[src/core/dbl_defs.svh]
// Constants for the double-buffered converter latch host controller
`ifndef DBL_DEFS_SVH
`define DBL_DEFS_SVH
// Strobe timing
`define DBL_SETUP_NS 16
`define DBL_PULSE_NS 40
`define DBL_HOLD_NS 16
`define DBL_CLK_NS 8
// Cycle counts, least times rounded up
`define DBL_SETUP_CYC ((`DBL_SETUP_NS + `DBL_CLK_NS - 1) / `DBL_CLK_NS)
`define DBL_PULSE_CYC ((`DBL_PULSE_NS + `DBL_CLK_NS - 1) / `DBL_CLK_NS)
`define DBL_HOLD_CYC ((`DBL_HOLD_NS + `DBL_CLK_NS - 1) / `DBL_CLK_NS)
// Data widths and bipolar-zero code
`define DBL_WORD_W 16
`define DBL_BYTE_W 8
`define DBL_SER_BITS 16
`define DBL_BIPOLAR_ZERO 16'h0000
// Command codes
`define DBL_CMD_WORD 3'h0
`define DBL_CMD_BYTES 3'h1
`define DBL_CMD_SERIAL 3'h2
`define DBL_CMD_CLEAR 3'h3
`endif

[src/core/dbl_pkg.sv]
// Types for the double-buffered converter latch host controller
package dbl_pkg;
    // Pin group for the converter control lines
    typedef struct packed {
        logic write_strobe_n;
        logic device_select_n;
        logic low_byte_latch_enable_n;
        logic high_byte_latch_enable_n;
        logic output_latch_enable_n;
        logic word_latch_enable_n;
        logic dac_latch_enable_n;
        logic clear_n;
    } dbl_ctl_t;
    // Sequencer states
    typedef enum logic [3:0] {
        DBL_IDLE, DBL_SETUP, DBL_PULSE, DBL_HOLD, DBL_NEXT
    } dbl_state_t;
    // Latch step being written
    typedef enum logic [2:0] {
        DBL_STEP_WORD, DBL_STEP_LOW, DBL_STEP_HIGH, DBL_STEP_SER,
        DBL_STEP_OUT, DBL_STEP_DAC, DBL_STEP_CLR
    } dbl_step_t;
endpackage

[src/core/dbl_host.sv]
// Host sequencer that loads a double-buffered 16-bit converter
`timescale 1ns/100ps
// Operation
// - Byte model output latch loads while low
// - Low byte latch enable loads bits seven-zero
// - High byte latch enable loads bits fifteen-eight
// - Both byte enables low selects serial mode
// - Write strobe is active low
// - Word converter latch enable active low
// - Word input latch enable active low
// - Device select qualifies byte-model writes
`include "dbl_defs.svh"
module dbl_host #(
    parameter int WORD_W = `DBL_WORD_W,
    parameter int BYTE_W = `DBL_BYTE_W
) (
    // Clock, reset, enable
    input wire logic sys_clk_i,
    input wire logic rstn_i,
    input wire logic ce_i,
    // Command port from local logic
    input wire logic cmd_valid_i,
    input wire logic [2:0] cmd_i,
    input wire logic [WORD_W-1:0] cmd_data_i,
    output logic cmd_ready_o,
    output logic done_o,
    // Converter pins
    output dbl_pkg::dbl_ctl_t ctl_o,
    output logic [WORD_W-1:0] word_data_o,
    output logic [BYTE_W-1:0] byte_data_o
);
    localparam logic [3:0] SETUP_C = 4'(`DBL_SETUP_CYC);
    localparam logic [3:0] PULSE_C = 4'(`DBL_PULSE_CYC);
    localparam logic [3:0] HOLD_C = 4'(`DBL_HOLD_CYC);
    localparam logic [4:0] SER_LAST = 5'(`DBL_SER_BITS - 1);

    // Idle level of every control line: all strobes high
    localparam dbl_pkg::dbl_ctl_t CTL_IDLE = 8'hFF;

    // Sequencer state
    dbl_pkg::dbl_state_t state, next_state;
    dbl_pkg::dbl_step_t step, next_step;
    logic [3:0] cnt, next_cnt;
    logic [4:0] bit_idx, next_bit_idx;
    logic [WORD_W-1:0] data, next_data;
    logic [2:0] cmd, next_cmd;
    // Registered pins
    dbl_pkg::dbl_ctl_t next_ctl;
    logic [WORD_W-1:0] next_word;
    logic [BYTE_W-1:0] next_byte;
    logic next_ready, next_done;

    // Enable pattern for one step; strobe handled separately
    function automatic dbl_pkg::dbl_ctl_t step_ctl(dbl_pkg::dbl_step_t s);
        dbl_pkg::dbl_ctl_t c;
        c = CTL_IDLE;
        case (s)
            dbl_pkg::DBL_STEP_WORD: begin
                c.word_latch_enable_n = 1'b0;
            end
            dbl_pkg::DBL_STEP_LOW: begin
                c.device_select_n = 1'b0;
                c.low_byte_latch_enable_n = 1'b0;
            end
            dbl_pkg::DBL_STEP_HIGH: begin
                c.device_select_n = 1'b0;
                c.high_byte_latch_enable_n = 1'b0;
            end
            dbl_pkg::DBL_STEP_SER: begin
                c.device_select_n = 1'b0;
                c.low_byte_latch_enable_n = 1'b0;
                c.high_byte_latch_enable_n = 1'b0;
            end
            dbl_pkg::DBL_STEP_OUT: begin
                c.device_select_n = 1'b0;
                c.output_latch_enable_n = 1'b0;
            end
            dbl_pkg::DBL_STEP_DAC: begin
                c.dac_latch_enable_n = 1'b0;
            end
            dbl_pkg::DBL_STEP_CLR: begin
                c.clear_n = 1'b0;
            end
            default: begin
                c = CTL_IDLE;
            end
        endcase
        return c;
    endfunction

    // Next step after the current one completes; the OUT, DAC or CLR step ends the job
    function automatic dbl_pkg::dbl_step_t follow(dbl_pkg::dbl_step_t s,
                                                  logic [2:0] k);
        case (s)
            dbl_pkg::DBL_STEP_WORD: follow = dbl_pkg::DBL_STEP_DAC;
            dbl_pkg::DBL_STEP_HIGH: follow = dbl_pkg::DBL_STEP_LOW;
            dbl_pkg::DBL_STEP_LOW: follow = dbl_pkg::DBL_STEP_OUT;
            dbl_pkg::DBL_STEP_SER: follow = dbl_pkg::DBL_STEP_OUT;
            default: follow = dbl_pkg::DBL_STEP_CLR;
        endcase
        if (k == `DBL_CMD_CLEAR) begin
            follow = dbl_pkg::DBL_STEP_CLR;
        end
    endfunction

    // Next-state logic for the write sequencer
    always_comb begin
        next_state = state;
        next_step = step;
        next_cnt = cnt;
        next_bit_idx = bit_idx;
        next_data = data;
        next_cmd = cmd;
        next_ctl = ctl_o;
        next_word = word_data_o;
        next_byte = byte_data_o;
        next_ready = 1'b0;
        next_done = 1'b0;
        case (state)
            dbl_pkg::DBL_IDLE: begin
                next_ctl = CTL_IDLE;
                next_ready = 1'b1;
                if (cmd_valid_i && cmd_ready_o) begin
                    next_ready = 1'b0;
                    next_data = cmd_data_i;
                    next_cmd = cmd_i;
                    next_bit_idx = 5'h00;
                    next_cnt = SETUP_C;
                    next_state = dbl_pkg::DBL_SETUP;
                    case (cmd_i)
                        `DBL_CMD_BYTES: next_step = dbl_pkg::DBL_STEP_HIGH;
                        `DBL_CMD_SERIAL: next_step = dbl_pkg::DBL_STEP_SER;
                        `DBL_CMD_CLEAR: next_step = dbl_pkg::DBL_STEP_CLR;
                        default: next_step = dbl_pkg::DBL_STEP_WORD;
                    endcase
                end
            end
            dbl_pkg::DBL_SETUP: begin
                // Enables and data settle before the strobe falls
                next_ctl = step_ctl(step);
                next_word = data;
                next_byte = data[BYTE_W-1:0];
                if (step == dbl_pkg::DBL_STEP_HIGH) begin
                    next_byte = data[WORD_W-1:BYTE_W];
                end
                if (step == dbl_pkg::DBL_STEP_SER) begin
                    // Only pin zero matters; MSB first
                    next_byte = {{(BYTE_W-1){1'b0}}, data[WORD_W-1]};
                end
                next_cnt = cnt - 4'h1;
                if (cnt <= 4'h1) begin
                    next_cnt = PULSE_C;
                    next_state = dbl_pkg::DBL_PULSE;
                end
            end
            dbl_pkg::DBL_PULSE: begin
                // Latch transparent for the whole low strobe
                next_ctl.write_strobe_n = 1'b0;
                next_cnt = cnt - 4'h1;
                if (cnt <= 4'h1) begin
                    // Last low edge; extra count covers the rising edge
                    next_cnt = HOLD_C + 4'h1;
                    next_state = dbl_pkg::DBL_HOLD;
                end
            end
            dbl_pkg::DBL_HOLD: begin
                // Strobe rises first, data and enables held after it
                next_ctl.write_strobe_n = 1'b1;
                next_cnt = cnt - 4'h1;
                if (cnt <= 4'h1) begin
                    next_ctl = CTL_IDLE;
                    next_state = dbl_pkg::DBL_NEXT;
                end
            end
            dbl_pkg::DBL_NEXT: begin
                next_cnt = SETUP_C;
                next_state = dbl_pkg::DBL_SETUP;
                if (step == dbl_pkg::DBL_STEP_SER && bit_idx != SER_LAST) begin
                    next_bit_idx = bit_idx + 5'h01;
                    next_data = {data[WORD_W-2:0], 1'b0};
                end else if (step == dbl_pkg::DBL_STEP_CLR ||
                             step == dbl_pkg::DBL_STEP_OUT ||
                             step == dbl_pkg::DBL_STEP_DAC) begin
                    // Last latch of the job written
                    next_done = 1'b1;
                    next_ready = 1'b1;
                    next_state = dbl_pkg::DBL_IDLE;
                end else begin
                    next_step = follow(step, cmd);
                end
            end
            default: begin
                next_state = dbl_pkg::DBL_IDLE;
            end
        endcase
    end

    // Registers; reset loads bipolar-zero data, clear step drives the command data
    always_ff @(posedge sys_clk_i) begin
        if (!rstn_i) begin
            state <= dbl_pkg::DBL_IDLE;
            step <= dbl_pkg::DBL_STEP_WORD;
            cnt <= 4'h0;
            bit_idx <= 5'h00;
            data <= `DBL_BIPOLAR_ZERO;
            cmd <= 3'h0;
            ctl_o <= CTL_IDLE;
            word_data_o <= '0;
            byte_data_o <= '0;
            cmd_ready_o <= 1'b0;
            done_o <= 1'b0;
        end else if (ce_i) begin
            state <= next_state;
            step <= next_step;
            cnt <= next_cnt;
            bit_idx <= next_bit_idx;
            data <= next_data;
            cmd <= next_cmd;
            ctl_o <= next_ctl;
            word_data_o <= next_word;
            byte_data_o <= next_byte;
            cmd_ready_o <= next_ready;
            done_o <= next_done;
        end
    end
endmodule

[config.mk]
export PLATFORM = sky130hd
export DESIGN_NAME = dbl_host
export DESIGN_NICKNAME = d
export VERILOG_FILES = /design/src/core/dbl_pkg.sv /design/src/core/dbl_host.sv
export VERILOG_INCLUDE_DIRS = /design/src /design/src/core
export SDC_FILE = /design/constraint.sdc
export NUM_CORES = 1
export LEC_CHECK = 0
export BUFFER_PORTS_ARGS = -buffer_cell sky130_fd_sc_hd__buf_4
export CORE_MARGIN = 5
export CORE_UTILIZATION = 30
export CTS_CLUSTER_SIZE = 30
export DETAILED_ROUTE_END_ITERATION = 12
export PLACE_DENSITY_LB_ADDON = 0.3
export SYNTH_ARGS = -nofsm -noshare
export SYNTH_HDL_FRONTEND = slang
export SYNTH_SLANG_ARGS = --single-unit
[constraint.sdc]
create_clock -name sys_clk_i -period 2.3 [get_ports sys_clk_i]
set_input_delay 0.23 -clock sys_clk_i [delete_from_list [all_inputs] [get_ports sys_clk_i]]
set_output_delay 0.23 -clock sys_clk_i [all_outputs]
set_load 0.01 [all_outputs]
==> key figures <==
Power and ir drop
  – Pwr Total: 0.00360 W
  – Worst vdd ir: 0.000273 V
  – Pwr dens: 893 nW/um^2
  – LEAKAGE: 1.52 nW

Synthesis
  – Simple-gate share of the synthesized area: 0.251
  – Mux share of post-synthesis cell area: 0.0337
  – Ys flop type: dfxtp_1
  – Syn_nets: 420
  – Synth top area share: 0.417
  – Post-synthesis adder-cell area fraction: 0.0184
  – Post-synthesis cell area: 3270 sq um
  – Synth unique cells: 60
  – Compound-gate portion of the synthesized area: 0.218
  – Synthesized flop and latch total: 68
  – Largest family of logic cells by synthesized area: simple AND/OR/NAND/NOR gates
  – Area leader, netlist: dfxtp_1
  – Post-synth ARST share: 0
  – Synthesized area per cell: 8.31 sq um
  – Post-Synth XOR/XNOR Area: 0.00536
  – Syn Inst Count: 393
  – Post-synth EDFFs: 0
  – Synth area leaders: dfxtp_1 (42%), nand2_1 (9.0%), a311oi_2 (4.6%), nor2_1 (4.6%), a21oi_1 (3.8%)
  – Sequential fraction of the synthesis area: 0.417
  – YS warnings: 0

Floorplanning
  – IO Count: 57
  – Die Wd: 114 um
  – Overall die height: 114 um
  – Starting Density: 0.304
  – Cell row count: 38
  – Core Area: 10,700 sq um
  – Die area: 13,100 sq um

STA
  – Final period util: 0.914
  – Peak Freq: 475 MHz
  – RSZ-0062 raised after global routing: no
  – Rel. slew slack: 0.516
  – Setup-failing EPs final: 0
  – Final hold violation count: 0
  – Final Critical Period: 2.10 ns
  – Final Slew Violations: 0
  – Tightest Pin Transition: 0.726 ns
  – Hold WS: 0.156 ns
  – Setup TNS: 0 ns
  – Final Skew: 0.0109 ns

Worst setup path
  – Worst EP arrival: 2.35 ns
  – Critical path fanouts, max: 38
  – CP Capture Type: register
  – CP required: 2.55 ns
  – Max incr delay on CP: 0.35 ns
  – WS Path Type: register to register
  – Crit path max-delay family: simple AND/OR/NAND/NOR gates
  – CP bufs+invs: 1
  – Worst setup SP type: register
  – Critical-path top delay cell: dfxtp_1
  – Crit path top cell by count: ha_1
  – CP Cell Sequence: ha_1, and3_1, ha_1, nand4bb_1, o22ai_2, buf_12, nor2_1, a311oi_2

Detailed routing
  – Vias: 2,951
  – WL final: 8540 um
  – Remaining DRCs: 0
  – Routed Antenna Nets: 0
  – Initial DRC count: 205
  – 1st-pass router iterations: 4
  – Vias per inst: 5.09
  – DR WL/cell: 14.7 um

Layout
  – # nets final: 462
  – Commonest non-fill, non-tap cell in the layout: nand2_1
  – Area growth from synthesis to layout: 23.3%
  – Most frequent cells in the layout: nand2_1 (78), dfxtp_1 (68), buf_4 (61)
  – N_diodes: 0
  – Fin util: 0.375
  – Fraction of layout cells with a size suffix above 1: 0.220

Flow run
  – Maxcap violations: 0

Global route
  – Largest net degree at the start of global routing: 40
  – Vias in the first global route: 2,732
  – All-Layer GR Usage: 0.129
  – Gr ovfl total: 0
  – Global-route wire length before repair: 13,700 um
  – Initial antenna violation count: 0

CTS
  – Cts hold-fix bufs: 0
  – CTS Buffer Depth: 2
  – Post-CTS sizing: 0
  – # clock sinks: 68
  – Buffer count from post-CTS setup fixing: 0
  – CTS Buf Count: 9
  – TritonCTS clock tree: yes
  – Root buf cell: clkbuf_8
  – Clock transition at path regs: 0.07 ns
  – Clk_lat worst skew: 0.35 ns
  – H-tree depth: 3

Status
  – Status: finished clean

Place
  – I/O Buffers: 56
  – Post-DP HPWL: 6060 um
  – GPL Wtd Cong: 0.829

Hold path
  – Hold crit path type: primary input to register
state kept, by name, summed over array words and instances (netlist names):
name         count
byte_data_o      8
state            3
ctl_o            8
bit_idx          5
step             3
cmd_ready_o      1
data            16
cnt              4
cmd              3
done_o           1
word_data_o     16
cells in the mapped netlist (3+ instances only):
master	instances
a21oi_1	25
a311oi_1	8
a311oi_2	10
a31oi_1	4
buf_2	8
clkbuf_1	19
dfxtp_1	68
ha_1	4
inv_1	10
mux2i_1	11
nand2_1	78
nand2b_1	5
nand3_1	7
nor2_1	40
nor2b_1	4
nor3_1	14
nor3b_1	4
nor4_1	5
o211a_1	5
o21a_1	3
o21ai_0	4
o311ai_0	5
o31ai_1	3
report_power, final:
group	internal, W	total [W]	leakage [nW]	switching (W)
combinational	0.000400	0.000914	0.848	0.000514
sequential	0.00130	0.00148	0.551	0.000182
clock	0.000723	0.00120	0.117	0.000479
total	0.00242	0.00360	1.52	0.00118
kinds of logic after synthesis:
group / count (synthesis)
adder cells (fa/ha/maj): 5
XOR/XNOR: 2
buffers and inverters: 43
AO/OA/AOI/OAI: 88
multiplexers: 11
AND/OR/NAND/NOR: 176
flip-flops: 68
per-stage QoR:
| stage | area [sq um] | worst slack [ns] | std cells |
|---|---|---|---|
| floorplan | 3270 | 0.407 | 393 |
| global placement | 3790 | 0.294 | 564 |
| detailed placement | 3790 | 0.249 | 564 |
| CTS | 4030 | 0.220 | 580 |
| global route | 4030 | 0.105 | 580 |
| finish | 4030 | 0.197 | 580 |
routing by layer:
metal | track usage | vias up | share of wire
met5 | 0 | - | 0
li1 | - | 1476 | -
met3 | 0.0296 | 9 | 0.051
met4 | 0.0451 | 0 | 0.015
met2 | 0.190 | 66 | 0.44
met1 | 0.185 | 1400 | 0.49
worst reg2reg max path, stage by stage (launching register included):
cell and delay (ns):
dfxtp_1 0.35, ha_1 0.24, and3_1 0.19, ha_1 0.19, nand4bb_1 0.26, o22ai_2 0.21, buf_12 0.23, nor2_1 0.09
a311oi_2 0.26
worst paths after layout:
| path | to | slack, ns | cells after the start | from |
|---|---|---|---|---|
| hold reg to reg | word_data_o[4] | 0.46 | 2 | word_data_o[4] |
| setup / recovery | data[4] | 0.20 | 8 | bit_idx[0] |
| hold / removal | cmd[1] | 0.16 | 3 | cmd_i[1] |
| setup reg to reg | data[4] | 0.20 | 8 | bit_idx[0] |
layout make-up:
cell class / count / area, sq um
fill: 1137 / 6720
multi-input combinational: 282 / 1730
sequential: 68 / 1360
timing repair buffer: 62 / 478
tap: 140 / 175
clock buffer: 10 / 128
clock inverter: 6 / 111
inverter: 12 / 45.0
Note: power is estimated with default switching activity, not from simulation.
